--- config.mk ---
export PLATFORM = sky130hd
export DESIGN_NAME = hpd_config
export DESIGN_NICKNAME = d
export VERILOG_FILES = /design/src/hw/hpd_config_placeholder_none.sv /design/src/hw/hpd_pkg.sv /design/src/hw/hpd_settle_timer.sv /design/src/hw/hpd_config.sv
export VERILOG_INCLUDE_DIRS = /design/src /design/src/hw
export SDC_FILE = /design/constraint.sdc
export NUM_CORES = 1
export LEC_CHECK = 0
export BUFFER_PORTS_ARGS = -buffer_cell sky130_fd_sc_hd__buf_2
export CELL_PAD_IN_SITES_DETAIL_PLACEMENT = 2
export CELL_PAD_IN_SITES_GLOBAL_PLACEMENT = 2
export CORE_UTILIZATION = 36
export DETAILED_ROUTE_END_ITERATION = 12
export MAX_ROUTING_LAYER = met4
export PLACE_DENSITY_LB_ADDON = 0.1
export SLEW_MARGIN = 20
export SYNTH_ARGS = -nofsm -noshare
export SYNTH_HDL_FRONTEND = slang
export SYNTH_SLANG_ARGS = --single-unit
--- constraint.sdc ---
create_clock -name mclk -period 2.6 [get_ports mclk]
set_input_delay 0.52 -clock mclk [delete_from_list [all_inputs] [get_ports mclk]]
set_output_delay 0.52 -clock mclk [all_outputs]
set_load 0.05 [all_outputs]
--- src/hw/hpd_defs.svh ---
// Purpose: Offsets, reset values, limits and timing figures of the hub power descriptor bank
// Assumes: Byte-wide configuration port, 40 MHz mclk
// Notes: Definitions only
`ifndef HPD_DEFS_SVH
`define HPD_DEFS_SVH

// Register offsets
`define HPD_ADDR_SP_UP_PWR 8'h0c
`define HPD_ADDR_BP_UP_PWR 8'h0d
`define HPD_ADDR_SP_CTL_CUR 8'h0e
`define HPD_ADDR_BP_CTL_CUR 8'h0f
`define HPD_ADDR_SETTLE 8'h10
`define HPD_ADDR_LANG_UPPER 8'h11
`define HPD_ADDR_LANG_LOWER 8'h12
`define HPD_ADDR_MAKER_LEN 8'h13

// Reset values
`define HPD_RST_SP_UP_PWR 8'h00
`define HPD_RST_BP_UP_PWR 8'h00
`define HPD_RST_SP_CTL_CUR 8'h32
`define HPD_RST_BP_CTL_CUR 8'h32
`define HPD_RST_SETTLE 8'h00
`define HPD_RST_LANG_UPPER 8'h00
`define HPD_RST_LANG_LOWER 8'h00
`define HPD_RST_MAKER_LEN 8'h00

// Limits in register units (2 mA per unit for power and current)
`define HPD_SP_CAP_UNITS 8'h32
`define HPD_MAKER_LEN_MAX 8'h1f

// Field positions of the language identifier
`define HPD_LANG_UPPER_LSB 8
`define HPD_LANG_LOWER_LSB 0

// Timing
`define HPD_SETTLE_UNIT_MS 2
`define HPD_MCLK_KHZ 40000
`define HPD_SETTLE_UNIT_CYCLES (`HPD_SETTLE_UNIT_MS * `HPD_MCLK_KHZ)

`endif

--- src/hw/hpd_config_placeholder_none.sv ---
// Purpose: Holds no logic; the bank and its timer live in their own files
// Assumes: Nothing
// Notes: Kept only so the file list stays unchanged
`timescale 1ns/100ps

--- src/hw/hpd_pkg.sv ---
// Purpose: Types shared by the hub power descriptor bank
// Assumes: Nothing beyond the defines header
// Notes: Constants live in hpd_defs.svh
package hpd_pkg;

  typedef enum logic [1:0] {
    HPD_SETTLE_IDLE,
    HPD_SETTLE_WAIT,
    HPD_SETTLE_DONE
  } hpd_settle_state_t;

  typedef struct packed {
    logic self_powered;
    logic [7:0] upstream_power;
    logic [8:0] upstream_power_ma;
    logic [7:0] controller_current;
    logic [8:0] controller_current_ma;
    logic [15:0] language_id;
    logic [7:0] maker_text_len;
  } hpd_desc_t;

  typedef struct packed {
    logic wr;
    logic rd;
    logic [7:0] addr;
    logic [7:0] wdata;
  } hpd_cfg_req_t;

endpackage : hpd_pkg

--- src/hw/hpd_settle_timer.sv ---
// Purpose: Port power settle timer counting whole settle units after a power-on start
// Assumes: start is a one-cycle pulse synchronous to mclk
// Notes: A start during a running wait restarts the wait
`timescale 1ns/100ps
module hpd_settle_timer #(
  parameter int TICK_CYCLES = 80000
) (
  input wire logic mclk, // Clock
  input wire logic reset, // Synchronous reset, high
  input wire logic start, // Power-on sequence begins
  input wire logic [7:0] units, // Settle time in units
  output logic stable // Port power is stable
);
  import hpd_pkg::*;

  localparam int TW = $clog2(TICK_CYCLES + 1);

  if (TICK_CYCLES < 1)
  begin : g_tick_check
    $error("hpd_settle_timer: TICK_CYCLES must be at least 1");
  end

  hpd_settle_state_t state;
  logic [TW-1:0] tick_cnt;
  logic [7:0] remain;
  logic tick_end;

  assign tick_end = (tick_cnt == TW'(TICK_CYCLES - 1));

  always_ff @(posedge mclk)
  begin
    if (reset)
      state <= HPD_SETTLE_IDLE;
    else if (start)
      state <= (units == 8'h00) ? HPD_SETTLE_DONE : HPD_SETTLE_WAIT;
    else
    begin
      unique case (state)
        HPD_SETTLE_IDLE: state <= HPD_SETTLE_IDLE;
        HPD_SETTLE_WAIT:
          if (tick_end && remain == 8'h01)
            state <= HPD_SETTLE_DONE;
        HPD_SETTLE_DONE: state <= HPD_SETTLE_DONE;
      endcase
    end
  end

  always_ff @(posedge mclk)
  begin
    if (reset || start || state != HPD_SETTLE_WAIT || tick_end)
      tick_cnt <= '0;
    else
      tick_cnt <= tick_cnt + TW'(1);
  end

  always_ff @(posedge mclk)
  begin
    if (reset)
      remain <= 8'h00;
    else if (start)
      remain <= units;
    else if (state == HPD_SETTLE_WAIT && tick_end)
      remain <= remain - 8'h01;
  end

  assign stable = (state == HPD_SETTLE_DONE);

endmodule : hpd_settle_timer

--- src/hw/hpd_config.sv ---
// Purpose: Hub power and descriptor configuration bank with settle timing
// Assumes: Loader writes bytes through the configuration port; mode input synchronous
// Notes: Descriptor outputs follow the stored bytes one cycle later
// Function
// - Bus-powered upstream consumption is reported as its byte times 2 mA.
// - Self-powered controller current is read in 2 mA units, attached peripherals excluded.
// - Self-powered controller current resets to 50 (100 mA) and is not meant to exceed it.
// - Bus-powered controller current is read in 2 mA units, silicon and board only.
// - Bus-powered controller current defaults to 50, that is 100 mA.
// - Port power settles after the settle byte times 2 ms from a power-on start.
// - The upper language byte forms bits 15 to 8 of the language identifier.
// - The lower language byte forms bits 7 to 0 of the language identifier.
// - Self-powered upstream consumption uses its own byte in 2 mA, capped at 100 mA.
`timescale 1ns/100ps
`include "hpd_defs.svh"
module hpd_config #(
  parameter int SETTLE_TICK_CYCLES = `HPD_SETTLE_UNIT_CYCLES
) (
  input wire logic mclk, // Clock, 40 MHz
  input wire logic reset, // Synchronous reset, high
  input wire hpd_pkg::hpd_cfg_req_t cfg_req, // Byte write or read request
  output logic [7:0] cfg_rdata, // Read data, registered
  output logic cfg_rvalid, // Read data valid pulse
  input wire logic self_powered, // Detected power mode, high when self-powered
  input wire logic port_power_start, // Host-initiated power-on begins
  output logic port_power_stable, // Port power has settled
  output hpd_pkg::hpd_desc_t desc // Figures for descriptor responses
);
  import hpd_pkg::*;

  if (SETTLE_TICK_CYCLES < 1)
  begin : g_tick_check
    $error("hpd_config: SETTLE_TICK_CYCLES must be at least 1");
  end
  // Both language bytes must land as whole bytes of the identifier
  if (`HPD_LANG_UPPER_LSB != `HPD_LANG_LOWER_LSB + 8)
  begin : g_lang_check
    $error("hpd_config: language byte positions must be eight bits apart");
  end

  logic [7:0] self_powered_upstream_power;
  logic [7:0] bus_powered_upstream_power;
  logic [7:0] self_powered_controller_current;
  logic [7:0] bus_powered_controller_current;
  logic [7:0] port_power_settle_delay;
  logic [7:0] language_code_upper;
  logic [7:0] language_code_lower;
  logic [7:0] maker_text_char_count;
  logic [7:0] next_rdata;
  hpd_desc_t next_desc;
  logic [7:0] sel_upstream_power;
  logic [7:0] sel_controller_current;

  // Register units are 2 mA each
  function automatic logic [8:0] hpd_units_to_ma(input logic [7:0] units);
    hpd_units_to_ma = {units, 1'b0};
  endfunction : hpd_units_to_ma

  function automatic logic [7:0] hpd_cap(input logic [7:0] v, input logic [7:0] lim);
    hpd_cap = (v > lim) ? lim : v;
  endfunction : hpd_cap

  function automatic logic hpd_wr_hit(input hpd_cfg_req_t r, input logic [7:0] a);
    hpd_wr_hit = r.wr && (r.addr == a);
  endfunction : hpd_wr_hit

  // Writes land at the edge that samples the strobe; unmapped offsets are ignored
  always_ff @(posedge mclk)
  begin
    if (reset)
      self_powered_upstream_power <= `HPD_RST_SP_UP_PWR;
    else if (hpd_wr_hit(cfg_req, `HPD_ADDR_SP_UP_PWR))
      self_powered_upstream_power <= cfg_req.wdata;
  end

  always_ff @(posedge mclk)
  begin
    if (reset)
      bus_powered_upstream_power <= `HPD_RST_BP_UP_PWR;
    else if (hpd_wr_hit(cfg_req, `HPD_ADDR_BP_UP_PWR))
      bus_powered_upstream_power <= cfg_req.wdata;
  end

  always_ff @(posedge mclk)
  begin
    if (reset)
      self_powered_controller_current <= `HPD_RST_SP_CTL_CUR;
    else if (hpd_wr_hit(cfg_req, `HPD_ADDR_SP_CTL_CUR))
      self_powered_controller_current <= cfg_req.wdata;
  end

  always_ff @(posedge mclk)
  begin
    if (reset)
      bus_powered_controller_current <= `HPD_RST_BP_CTL_CUR;
    else if (hpd_wr_hit(cfg_req, `HPD_ADDR_BP_CTL_CUR))
      bus_powered_controller_current <= cfg_req.wdata;
  end

  always_ff @(posedge mclk)
  begin
    if (reset)
      port_power_settle_delay <= `HPD_RST_SETTLE;
    else if (hpd_wr_hit(cfg_req, `HPD_ADDR_SETTLE))
      port_power_settle_delay <= cfg_req.wdata;
  end

  always_ff @(posedge mclk)
  begin
    if (reset)
      language_code_upper <= `HPD_RST_LANG_UPPER;
    else if (hpd_wr_hit(cfg_req, `HPD_ADDR_LANG_UPPER))
      language_code_upper <= cfg_req.wdata;
  end

  always_ff @(posedge mclk)
  begin
    if (reset)
      language_code_lower <= `HPD_RST_LANG_LOWER;
    else if (hpd_wr_hit(cfg_req, `HPD_ADDR_LANG_LOWER))
      language_code_lower <= cfg_req.wdata;
  end

  always_ff @(posedge mclk)
  begin
    if (reset)
      maker_text_char_count <= `HPD_RST_MAKER_LEN;
    else if (hpd_wr_hit(cfg_req, `HPD_ADDR_MAKER_LEN))
      maker_text_char_count <= cfg_req.wdata;
  end

  // Readback returns stored bytes as written; unmapped offsets read zero
  // A read and a write in the same cycle return the byte from before the write
  always_comb
  begin
    next_rdata = 8'h00;
    unique case (cfg_req.addr)
      `HPD_ADDR_SP_UP_PWR: next_rdata = self_powered_upstream_power;
      `HPD_ADDR_BP_UP_PWR: next_rdata = bus_powered_upstream_power;
      `HPD_ADDR_SP_CTL_CUR: next_rdata = self_powered_controller_current;
      `HPD_ADDR_BP_CTL_CUR: next_rdata = bus_powered_controller_current;
      `HPD_ADDR_SETTLE: next_rdata = port_power_settle_delay;
      `HPD_ADDR_LANG_UPPER: next_rdata = language_code_upper;
      `HPD_ADDR_LANG_LOWER: next_rdata = language_code_lower;
      `HPD_ADDR_MAKER_LEN: next_rdata = maker_text_char_count;
      default: next_rdata = 8'h00;
    endcase
  end

  // Valid pulses for one cycle after each read strobe
  always_ff @(posedge mclk)
  begin
    if (reset)
      cfg_rvalid <= 1'b0;
    else
      cfg_rvalid <= cfg_req.rd;
  end

  // Read data holds the last answer until the next read
  always_ff @(posedge mclk)
  begin
    if (reset)
      cfg_rdata <= 8'h00;
    else if (cfg_req.rd)
      cfg_rdata <= next_rdata;
  end

  // Power mode picks which pair of figures is reported
  always_comb
  begin
    if (self_powered)
    begin
      // Self-powered figures are held to 100 mA whatever the loader wrote
      sel_upstream_power = hpd_cap(self_powered_upstream_power,
                                   `HPD_SP_CAP_UNITS);
      sel_controller_current = hpd_cap(self_powered_controller_current,
                                       `HPD_SP_CAP_UNITS);
    end
    else
    begin
      sel_upstream_power = bus_powered_upstream_power;
      sel_controller_current = bus_powered_controller_current;
    end
  end

  // Descriptor figures for the current power mode
  always_comb
  begin
    next_desc = '0;
    next_desc.self_powered = self_powered;
    next_desc.upstream_power = sel_upstream_power;
    next_desc.controller_current = sel_controller_current;
    next_desc.upstream_power_ma = hpd_units_to_ma(sel_upstream_power);
    next_desc.controller_current_ma = hpd_units_to_ma(sel_controller_current);
    next_desc.language_id[15:`HPD_LANG_UPPER_LSB] = language_code_upper;
    next_desc.language_id[7:`HPD_LANG_LOWER_LSB] = language_code_lower;
    // Readback stays raw; only the descriptor copy is held to 31 characters
    next_desc.maker_text_len = hpd_cap(maker_text_char_count, `HPD_MAKER_LEN_MAX);
  end

  // One cycle from stored bytes to descriptor figures
  always_ff @(posedge mclk)
  begin
    if (reset)
      desc <= '0;
    else
      desc <= next_desc;
  end

  // A start during a wait restarts it from the current settle byte
  hpd_settle_timer #(
    .TICK_CYCLES(SETTLE_TICK_CYCLES)
  ) u_settle (
    .mclk(mclk),
    .reset(reset),
    .start(port_power_start),
    .units(port_power_settle_delay),
    .stable(port_power_stable)
  );

endmodule : hpd_config

==> Word-level counts from Yosys, hierarchy flattened <==
Index checks and enable logic that the tools add are counted.
{ "totals": {"register_bits": 143, "output_inout_bits": 69} }
{ "classes": {"n_addsub": 2, "n_lt_le_gt_ge": 3, "n_eq_ne": 14, "n_mux": 12, "n_reduce_logical": 17} }
{ "op_table": {"columns": ["operator", "count"], "rows": [
  ["$pmux W8 S8", 1],
  ["$mux W8", 7],
  ["$eq A8 B4 Y1 const B", 4],
  ["$eq A8 B5 Y1 const B", 4],
  ["$add A17 B1 Y17 const B", 1],
  ["$eq A17 B17 Y1 const B", 1],
  ["$gt A8 B6 Y1 const B", 2],
  ["$logic_and A1 B1 Y1", 10],
  ["$eq A8 B1 Y1 const B", 1],
  ["$gt A8 B5 Y1 const B", 1],
  ["$logic_not A8 Y1", 1],
  ["$sub A8 B1 Y8 const B", 1],
  ["$mux W2", 3],
  ["$pmux W2 S3", 1],
  ["$logic_or A1 B1 Y1", 3],
  ["$ne A3 B2 Y1 const B", 1],
  ["$eq A2 B1 Y1 const B", 1],
  ["$eq A2 B2 Y1 const B", 1],
  ["$logic_not A2 Y1", 1],
  ["$ne A2 B1 Y1 const B", 1],
  ["$reduce_bool A2 Y1", 1],
  ["$reduce_or A2 Y1", 1]
]} }

==> Depth between registers and ports, before layout <==
Gate-level depths: netlist of run 1.
{ "depth": {"word_depth": 5, "mapped_depth": 7, "ltp_nobuf": 6} }

==> Hierarchy <==
A second synthesis of run 1 with hierarchy kept.
{ "unflattened": {"cells_unflattened": 605, "area_unflattened_um2": 6133.4} }
{ "by_module_without_submodules": {"columns": ["module", "instances", "cells_each", "area_each_um2"], "rows": [
  ["hpd_config", 1, 425, 4571.9],
  ["hpd_settle_timer", 1, 180, 1561.5]
]} }

==> Worst setup path before layout of run 1 <==
No wires, ideal clock.
{ "synth_path": {"path_type": "in2reg", "startpoint": "in cfg_req[13] (netlist name)", "endpoint": "reg bus_powered_upstream_power[7]", "t_arrival_ps": 2139, "t_required_ps": 2472, "setup_slack_ps": 334, "stages": 6, "cell_sequence": "or3_1 > clkbuf_1 > or4_1 > clkbuf_1 > mux2i_1 > nor2_1"} }
{ "synth_via": {"elab_chain_cells": 2} }
{ "synth_rtl": {"columns": ["item", "line", "source"], "rows": [
  ["from (decl)", "hpd_config.sv:21", "input wire hpd_pkg::hpd_cfg_req_t cfg_req,"],
  ["$eq A8 B4 Y1", "hpd_config.sv:64", "hpd_wr_hit = r.wr && (r.addr == a);"],
  ["$logic_and A1 B1 Y1", "hpd_config.sv:64", null],
  ["to (signal assigned)", "hpd_config.sv:79", "bus_powered_upstream_power <= `HPD_RST_BP_UP_PWR;"],
  ["to (signal assigned)", "hpd_config.sv:81", "bus_powered_upstream_power <= cfg_req.wdata;"],
  ["to (decl)", "hpd_config.sv:42", "logic [7:0] bus_powered_upstream_power;"]
]} }
No other way between the ends.
A chain may end at the register's enable or synchronous reset.

==> Worst setup path in the final report of run 1 <==
{ "layout_path": {"startpoint": "reg u_settle.tick_cnt[7]", "endpoint": "reg u_settle.remain[6]"} }
{ "layout_via": {"elab_chain_cells": 3} }
{ "layout_rtl": {"columns": ["item", "line", "source"], "rows": [
  ["from (decl)", "hpd_settle_timer.sv:24", "logic [TW-1:0] tick_cnt;"],
  ["from (signal assigned)", "hpd_settle_timer.sv:53", "tick_cnt <= tick_cnt + TW'(1);"],
  ["$eq A17 B17 Y1", "hpd_settle_timer.sv:28", "assign tick_end = (tick_cnt == TW'(TICK_CYCLES - 1));"],
  ["$logic_and A1 B1 Y1", "hpd_settle_timer.sv:62", "else if (state == HPD_SETTLE_WAIT && tick_end)"],
  ["$reduce_bool A2 Y1 (no line)", null, null],
  ["to (signal assigned)", "hpd_settle_timer.sv:61", "remain <= units;"],
  ["to (signal assigned)", "hpd_settle_timer.sv:63", "remain <= remain - 8'h01;"],
  ["to (decl)", "hpd_settle_timer.sv:25", "logic [7:0] remain;"]
]} }
No other way between the ends.

==> metrics.cfg, run 1 <==
[status]
status = finished clean

[route]
drc = 0
vias_per_cell = 5.31
wl_mm = 18.3
drtPass1Iterations = 6
drtIter0Drc = 226
num_vias = 4762
wl_per_cell_um = 20.4
ant_nets = 0

[critical_path]
reg2reg_depth = 4
cp-end-kind = flop
critPathMaxFanout = 5
r2r_start = u_settle.tick_cnt[7]$_SDFF_PP0_
endpoint = u_settle.remain[6]$_SDFFE_PP0P_
critPathRequiredTime_ns = 2.93
critPathLaunch = u_settle.tick_cnt[7]$_SDFF_PP0_
worstReg2RegEnd = u_settle.remain[6]$_SDFFE_PP0P_
cp.arrival_ns = 2.64
startpoint_type = flop
regToRegSetupSlack_ns = 0.29
path_class = flop to flop

[synthesis]
synth_top_family_by_area = simple AND/OR/NAND/NOR gates
ys_async_sr_fraction = 0
synth_edf_count = 0
synth_cell_types = 51
synth_top_cell_by_area = dfxtp_1
yosys.area_share.simple = 0.196
synth_warnings = 0
synthTopCellsByArea = dfxtp_1, mux2i_1, nor2_1
synth.area.mux_share = 0.169
synth_adder_area_share = 0.0105
ys_ff_latch = 141
synthCells = 594
synth-main-ff-cell = dfxtp_1
postSynthAreaPerCell_um2 = 9.99
yosysSeqAreaShare = 0.475
synthXorXnorAreaFrac = 0.0162
synth_compound_area_frac = 0.0780
synth_top_cell_area_share = 0.475
synth_area_um2 = 5940

[die]
die-area_um2 = 17000
die_x_um = 130
pin_count = 91
initial_utilization = 0.371
die_y_um = 130
num_rows = 46
core_um2 = 16000

[clock_network]
cts_tree = built
htreeDepth = 4
post_cts_resized = 0
root_buffer = clkbuf_16
clock_path_buffers = 2
cts_sinks = 141
clkLatencyLatePin_ns = 0.43
cts_hold_buffers = 0
cts_setup_buffers = 0
clkTransAtPathRegs_ns = 0.06
cts_made_buffers = 17

[final_layout]
post-route-util = 0.448
num_antenna_cells = 0
final_common_cell = dfxtp_1
drive_gt1_frac = 0.244
areaGrowthSynthToFinish_pct = 20.8
multi_input_area_um2 = 2810
seq_area_um2 = 2820
mostFrequentLayoutCells = dfxtp_1, nor2_1, buf_2, mux2i_1, nor2b_1
fillers = 1746
stdcell_area_um2 = 7170
final_nets = 695

[power]
p_leak_nw = 3.00
p_seq_frac = 0.427
pwr-share-comb = 0.056
switching_power_mw = 1.22
power_density_nw_per_um2 = 716
ir_drop_mv = 0.501
p_int_mw = 3.92
switching_share = 0.237
clkPwrFrac = 0.517

[sta]
slew-limit-headroom = 0.617
drv_slew = 0
grt_setup_unrepaired = false
fin_crit_sh = 0.889
setup_viol_count_final = 0
hold_viol = 0
fin_tns_setup_ns = 0
fmax_ghz = 0.433
worstMarginPinSlew_ns = 0.574
min_period_ns = 2.31
finClkSkew_ns = 0.0153

[global_route]
grt_pass1_wl_mm = 29.1
antenna_found_initial = 0
grt_util_all_layers = 0.238
grt_max_degree = 81
grt_pass1_vias = 5103
grt_overflow = 0

[min_path]
hp-class = flop to flop

[placement]
postPlaceCellArea_um2 = 6530
portBuffers = 88
gp_congestion = 0.777
dp_hpwl_mm = 12.7

[flow_run]
maxCapViolations = 0

## state kept, by name, indices dropped and copies added (netlist names)
name and count:
language_code_upper 8, cfg_rvalid 1, port_power_settle_delay 8, self_powered_upstream_power 8
maker_text_char_count 8, bus_powered_upstream_power 8, u_settle.tick_cnt 17, desc 41
cfg_rdata 8, self_powered_controller_current 8, language_code_lower 8, u_settle.remain 8
bus_powered_controller_current 8, u_settle.state 2
## critical path, cell delays in order (launching register included)
cell,delay (ns)
dfxtp_1,0.36
or4b_4,0.57
or4_4,0.52
or4_1,0.50
a311oi_1,0.27
## area by class of cell
cell class	count	area share
flip-flops and latches	141	0.394
inverters	15	0.00785
clock buffers	19	0.0632
repair buffers	104	0.0803
well taps	216	0.0377
clock inverters	13	0.0262
multi-input cells	389	0.391
## stage by stage
| step | worst slack, ns | std cells | hold slack [ns] | power [mW] |
|---|---|---|---|---|
| after floorplan | 0.334 | 598 | 0.413 | 2.45 |
| after global routing | 0.211 | 897 | 0.488 | 5.30 |
| after global placement | 0.346 | 865 | 0.427 | 2.52 |
| after CTS | 0.272 | 897 | 0.457 | 5.18 |
| after detailed placement | 0.288 | 865 | 0.448 | 2.53 |
| final | 0.289 | 897 | 0.451 | 5.13 |
## cells by family (layout without fill, tap and decap cells)
| logic type | after synthesis | in the layout |
|---|---|---|
| other | 1 | 5 |
| multiplexers | 80 | 80 |
| XOR/XNOR | 11 | 11 |
| adder cells (fa/ha/maj) | 5 | 5 |
| AO/OA/AOI/OAI | 66 | 66 |
| buffers and inverters | 68 | 151 |
| flip-flops | 141 | 141 |
| AND/OR/NAND/NOR | 222 | 222 |
## power by group through the flow
stage / clock (mW) / sequential [mW] / combinational [mW]
2_1_floorplan: 0 / 2.29 / 0.157
3_3_place_gp: 0 / 2.24 / 0.281
3_5_place_dp: 0 / 2.24 / 0.288
4_1_cts: 2.70 / 2.19 / 0.289
5_1_grt: 2.80 / 2.19 / 0.307
6_report: 2.65 / 2.19 / 0.286
## per-layer routing
layer  track usage  up-vias  share of wire
met2         0.387      100           0.50
met4        0.0737        0          0.012
met3        0.0436       16          0.038
met5             -        -              0
met1         0.301     2427           0.45
li1              -     2219              -
## synthesized netlist by cell type (10+ instances only)
master,count
dfxtp_1,141
nand4_1,10
a211oi_1,17
inv_1,15
buf_1,12
buf_4,18
clkbuf_1,22
nand2_1,16
mux2i_1,63
a21oi_1,15
nor3_1,12
nor2_1,109
mux4_2,16
nor2b_1,25
## how the worst min path moves through the flow
stage / from / to / slack (ns) / depth (start not counted)
global route: cfg_req[3] / port_power_settle_delay[3]$_SDFFE_PP0P_ / 0.49 / 3
global placement: u_settle.tick_cnt[0]$_SDFF_PP0_ / u_settle.tick_cnt[0]$_SDFF_PP0_ / 0.43 / 1
detailed placement: u_settle.tick_cnt[0]$_SDFF_PP0_ / u_settle.tick_cnt[0]$_SDFF_PP0_ / 0.45 / 1
finish: u_settle.tick_cnt[0]$_SDFF_PP0_ / u_settle.tick_cnt[0]$_SDFF_PP0_ / 0.45 / 1
CTS: u_settle.tick_cnt[0]$_SDFF_PP0_ / u_settle.tick_cnt[0]$_SDFF_PP0_ / 0.46 / 1
floorplan: u_settle.tick_cnt[0]$_SDFF_PP0_ / u_settle.tick_cnt[0]$_SDFF_PP0_ / 0.41 / 1
Power figures use the tool's default switching activity.
==> run 2: changes to the inputs <==
BUFFER_PORTS_ARGS = unset   (was -buffer_cell sky130_fd_sc_hd__buf_2)
CORE_UTILIZATION = 40   (was 36)
DONT_BUFFER_PORTS = 1   (was unset)
==> metrics.cfg, run 2 (synthesis results as in run 1) <==
[global_route]
grt_max_degree = 118  ; was 81
grt_util_all_layers = 0.242  ; was 0.238
grt_pass1_wl_mm = 26.4  ; was 29.1 mm
antenna_found_initial = 0  ; unchanged
grt_pass1_vias = 4718  ; was 5103
grt_overflow = 0  ; unchanged

[clock_network]
cts_sinks = 141  ; unchanged
htreeDepth = 4  ; unchanged
cts_hold_buffers = 0  ; unchanged
cts_made_buffers = 17  ; unchanged
cts_tree = built  ; unchanged
cts_setup_buffers = 0  ; unchanged
post_cts_resized = 0  ; unchanged
root_buffer = clkbuf_16  ; unchanged
clkLatencyLatePin_ns = 0.42  ; was 0.43 ns
clock_path_buffers = 2  ; unchanged
clkTransAtPathRegs_ns = 0.06  ; about the same

[final_layout]
fillers = 1542  ; was 1746
num_antenna_cells = 0  ; unchanged
stdcell_area_um2 = 6730  ; was 7170 um2
largest_reg_flops = 41  ; unchanged
final_common_cell = dfxtp_1  ; unchanged
final_nets = 618  ; was 695
drive_gt1_frac = 0.143  ; was 0.244
reg_top3 = desc x41, u_settle.tick_cnt x17  ; unchanged
mostFrequentLayoutCells = dfxtp_1, nor2_1, mux2i_1, buf_4, nor2b_1  ; was dfxtp_1, nor2_1, buf_2, mux2i_1, nor2b_1
regMostFlops = desc  ; unchanged
areaGrowthSynthToFinish_pct = 13.4  ; was 20.8%

[sta]
fin_tns_setup_ns = 0  ; unchanged
fmax_ghz = 0.438  ; was 0.433 GHz
finClkSkew_ns = 0.00563  ; was 0.0153 ns
slew-limit-headroom = 0.584  ; was 0.617
drv_slew = 0  ; unchanged
worstMarginPinSlew_ns = 0.619  ; was 0.574 ns
grt_setup_unrepaired = false  ; unchanged
setup_viol_count_final = 0  ; unchanged
hold_slack_ns = 0.164  ; was 0.451 ns
min_period_ns = 2.28  ; was 2.31 ns
hold_viol = 0  ; unchanged
fin_crit_sh = 0.877  ; was 0.889

[power]
clkPwrFrac = 0.518  ; was 0.517
total_power_mw = 4.90  ; was 5.13 mW
pwr-share-comb = 0.027  ; was 0.056
switching_share = 0.214  ; was 0.237
p_seq_frac = 0.455  ; was 0.427
power_density_nw_per_um2 = 728  ; was 716 nW/um2
ir_drop_mv = 0.463  ; was 0.501 mV
switching_power_mw = 1.05  ; was 1.22 mW
p_int_mw = 3.85  ; was 3.92 mW
p_leak_nw = 2.61  ; was 3.00 nW

[route]
drtPass1Iterations = 4  ; was 6
drc = 0  ; unchanged
wl_mm = 17.0  ; was 18.3 mm
vias_per_cell = 5.62  ; was 5.31
ant_nets = 0  ; unchanged
wl_per_cell_um = 21.6  ; was 20.4 um
drtIter0Drc = 204  ; was 226
num_vias = 4421  ; was 4762

[placement]
postPlaceCellArea_um2 = 6120  ; was 6530 um2
portBuffers = 0  ; was 88
dp_hpwl_mm = 11.7  ; was 12.7 mm
gp_congestion = 0.795  ; was 0.777

[critical_path]
cp.arrival_ns = 2.61  ; was 2.64 ns
path_class = flop to flop  ; unchanged
cp-end-kind = flop  ; unchanged
critPathRequiredTime_ns = 2.93  ; about the same
critPathMaxFanout = 5  ; unchanged
reg2reg_depth = 4  ; unchanged
startpoint_type = flop  ; unchanged

[die]
core_um2 = 14500  ; was 16000 um2
pin_count = 91  ; unchanged
initial_utilization = 0.408  ; was 0.371
die-area_um2 = 15300  ; was 17000 um2
die_x_um = 124  ; was 130 um
num_rows = 44  ; was 46
die_y_um = 124  ; was 130 um

[status]
status = finished clean  ; unchanged

[min_path]
min_path_cells = 1  ; unchanged
hp-class = primary input to flop  ; was flop to flop

[flow_run]
maxCapViolations = 0  ; unchanged

run 2: cell count changes in the layout (fill, tap and decap cells not counted), sizes merged:
cell,change
clkbuf,+1
buf,-77
clkinv,+1
inv,-2
clkinvlp,-1
run 2: critical path, stage by stage (launching register included):
cell      delay (ns)
dfxtp_1         0.36
or4b_4          0.57
or4_4           0.52
or4_1           0.48
a311oi_1        0.26
run 2: final timing paths:
| check | start | end | slack, ns |
|---|---|---|---|
| max | u_settle.tick_cnt[7]$_SDFF_PP0_ | u_settle.remain[6]$_SDFFE_PP0P_ | 0.32 |
| min | reset | desc[23]$_SDFF_PP0_ | 0.16 |
| max reg2reg | u_settle.tick_cnt[7]$_SDFF_PP0_ | u_settle.remain[6]$_SDFFE_PP0P_ | 0.32 |
| min reg2reg | u_settle.tick_cnt[0]$_SDFF_PP0_ | u_settle.tick_cnt[0]$_SDFF_PP0_ | 0.45 |
run 2: cell type report:
cell class | instances | area (um2) | area share
flip-flops and latches | 141 | 2820 | 0.419
clock buffers | 20 | 447 | 0.0664
multi-input cells | 389 | 2810 | 0.417
inverters | 15 | 56.3 | 0.00836
repair buffers | 27 | 203 | 0.0301
well taps | 184 | 230 | 0.0342
clock inverters | 11 | 168 | 0.0249
run 2: routing by layer:
layer | track usage | vias to the layer above | wire, um
li1 | - | 2057 | -
met3 | 0.0568 | 27 | 942
met2 | 0.373 | 106 | 8080
met5 | - | - | 0
met4 | 0.103 | 0 | 410
met1 | 0.303 | 2231 | 7580
run 2: power groups by stage:
stage	Sequential, mW	Clock, mW	Combinational, mW
floorplan	2.29	0	0.157
global placement	2.28	0	0.130
detailed placement	2.28	0	0.134
CTS	2.23	2.59	0.135
global route	2.23	2.68	0.143
finish	2.23	2.54	0.134
run 2: per-stage QoR:
step | worst slack [ns] | std cells | util
after floorplan | 0.334 | 598 | -
after global placement | 0.399 | 756 | 0.421
after detailed placement | 0.337 | 756 | 0.421
after CTS | 0.294 | 787 | 0.463
after global routing | 0.253 | 787 | 0.463
final | 0.319 | 787 | 0.463
==> run 3: changes to the inputs <==
CTS_BUF_LIST = sky130_fd_sc_hd__clkbuf_16   (was unset)
==> metrics.cfg, run 3 (synthesis results as in run 1) <==
[status]
status = finished clean  ; unchanged

[clock_network]
clock_path_buffers = 2  ; unchanged
clkTransAtPathRegs_ns = 0.06  ; about the same
cts_setup_buffers = 0  ; unchanged
cts_hold_buffers = 0  ; unchanged
clkLatencyLatePin_ns = 0.42  ; about the same
htreeDepth = 4  ; unchanged
cts_sinks = 141  ; unchanged
cts_tree = built  ; unchanged
post_cts_resized = 0  ; unchanged
root_buffer = clkbuf_16  ; unchanged
cts_made_buffers = 17  ; unchanged

[die]
initial_utilization = 0.408  ; unchanged
pin_count = 91  ; unchanged
die-area_um2 = 15300  ; unchanged
die_y_um = 124  ; unchanged
num_rows = 44  ; unchanged
die_x_um = 124  ; unchanged
core_um2 = 14500  ; unchanged

[route]
drtPass1Iterations = 4  ; unchanged
num_vias = 4399  ; was 4421
ant_nets = 0  ; unchanged
drtIter0Drc = 209  ; was 204
wl_per_cell_um = 21.7  ; was 21.6 um
vias_per_cell = 5.59  ; was 5.62
drc = 0  ; unchanged
wl_mm = 17.0  ; about the same

[final_layout]
largest_reg_flops = 41  ; unchanged
mostFrequentLayoutCells = dfxtp_1, nor2_1, mux2i_1, buf_4, nor2b_1  ; unchanged
final_nets = 618  ; unchanged
final_common_cell = dfxtp_1  ; unchanged
areaGrowthSynthToFinish_pct = 13.2  ; was 13.4%
num_antenna_cells = 0  ; unchanged
seq_area_um2 = 2820  ; unchanged
regMostFlops = desc  ; unchanged
drive_gt1_frac = 0.141  ; was 0.143
fillers = 1549  ; was 1542
multi_input_area_um2 = 2810  ; unchanged
reg_top3 = desc x41, u_settle.tick_cnt x17  ; unchanged

[global_route]
grt_overflow = 0  ; unchanged
grt_pass1_wl_mm = 26.5  ; was 26.4 mm
antenna_found_initial = 0  ; unchanged
grt_max_degree = 118  ; unchanged
grt_pass1_vias = 4662  ; was 4718
grt_util_all_layers = 0.244  ; was 0.242

[sta]
hold_viol = 0  ; unchanged
worstMarginPinSlew_ns = 0.626  ; was 0.619 ns
fin_tns_setup_ns = 0  ; unchanged
hold_slack_ns = 0.161  ; was 0.164 ns
fin_crit_sh = 0.877  ; about the same
min_period_ns = 2.28  ; about the same
slew-limit-headroom = 0.579  ; was 0.584
setup_viol_count_final = 0  ; unchanged
drv_slew = 0  ; unchanged
finClkSkew_ns = 0.00627  ; was 0.00563 ns
grt_setup_unrepaired = false  ; unchanged
fmax_ghz = 0.438  ; about the same

[min_path]
min_path_cells = 1  ; unchanged
whs_endpoint = desc[23]$_SDFF_PP0_  ; unchanged
hp-class = primary input to flop  ; unchanged
holdCritStartpoint = reset  ; unchanged

[critical_path]
cp.arrival_ns = 2.61  ; about the same
critPathTopFamily = simple AND/OR/NAND/NOR gates  ; unchanged
crit_slowest_cell = or4b_4  ; unchanged
slowest_delay_ns = 0.57  ; about the same
reg2reg_depth = 4  ; unchanged
startpoint_type = flop  ; unchanged
path_class = flop to flop  ; unchanged
path_cells = or4b_4 -> or4_4 -> or4_1 -> a311oi_1  ; unchanged
cp-end-kind = flop  ; unchanged
worstReg2RegEnd = u_settle.remain[6]$_SDFFE_PP0P_  ; unchanged
critPathRequiredTime_ns = 2.93  ; about the same
critPathMaxFanout = 5  ; unchanged
regToRegSetupSlack_ns = 0.32  ; about the same
r2r_start = u_settle.tick_cnt[7]$_SDFF_PP0_  ; unchanged
critPathBufInv = 0  ; unchanged

[flow_run]
maxCapViolations = 0  ; unchanged

[placement]
dp_hpwl_mm = 11.7  ; unchanged
gp_congestion = 0.795  ; unchanged
portBuffers = 0  ; unchanged

[power]
power_density_nw_per_um2 = 724  ; was 728 nW/um2
ir_drop_mv = 0.465  ; was 0.463 mV
p_leak_nw = 2.61  ; about the same

[run 3: cell count changes in the layout (fill, tap and decap cells not counted)]
| cell | previous run | this run |
|---|---|---|
| clkinv_1 | 0 | 1 |
| clkbuf_1 | 2 | 0 |
| inv_1 | 15 | 17 |
| clkbuf_8 | 1 | 0 |
[run 3: worst max-delay path by stage]
stage,startpoint,slack [ns],end,depth (start not counted)
2_1_floorplan,cfg_req[13],0.33,bus_powered_upstream_power[7]$_SDFFE_PP0P_,6
3_3_place_gp,u_settle.tick_cnt[7]$_SDFF_PP0_,0.40,u_settle.remain[6]$_SDFFE_PP0P_,4
3_5_place_dp,u_settle.tick_cnt[7]$_SDFF_PP0_,0.34,u_settle.remain[6]$_SDFFE_PP0P_,4
4_1_cts,u_settle.tick_cnt[7]$_SDFF_PP0_,0.29,u_settle.remain[6]$_SDFFE_PP0P_,4
5_1_grt,u_settle.tick_cnt[0]$_SDFF_PP0_,0.25,u_settle.remain[6]$_SDFFE_PP0P_,5
6_report,u_settle.tick_cnt[7]$_SDFF_PP0_,0.32,u_settle.remain[6]$_SDFFE_PP0P_,4
[run 3: area by class of cell]
class,count,area share
Clock buffer,17,0.0633
Multi-Input combinational cell,389,0.417
Sequential cell,141,0.420
Clock inverter,14,0.0266
Tap cell,184,0.0343
Timing Repair Buffer,27,0.0302
Inverter,15,0.00838
[run 3: power by group]
part	switching [mW]	total, mW	internal [mW]
sequential	0.0491	2.23	2.18
clock	0.920	2.50	1.58
combinational	0.0857	0.134	0.0480
[run 3: stage by stage]
stage	power (mW)	cell area (um2)	instances	utilization	worst slack, ns
finish	4.87	6720	787	0.462	0.319
global route	5.02	6720	787	0.462	0.253
CTS	4.92	6720	787	0.462	0.294
floorplan	2.45	5950	598	-	0.334
detailed placement	2.41	6120	756	0.421	0.337
global placement	2.41	6120	756	0.421	0.399
[run 3: metal layers]
layer	wire length, um	global-route usage
met1	7820	0.306
met2	8150	0.378
met3	725	0.0568
met4	355	0.0971
met5	0	-
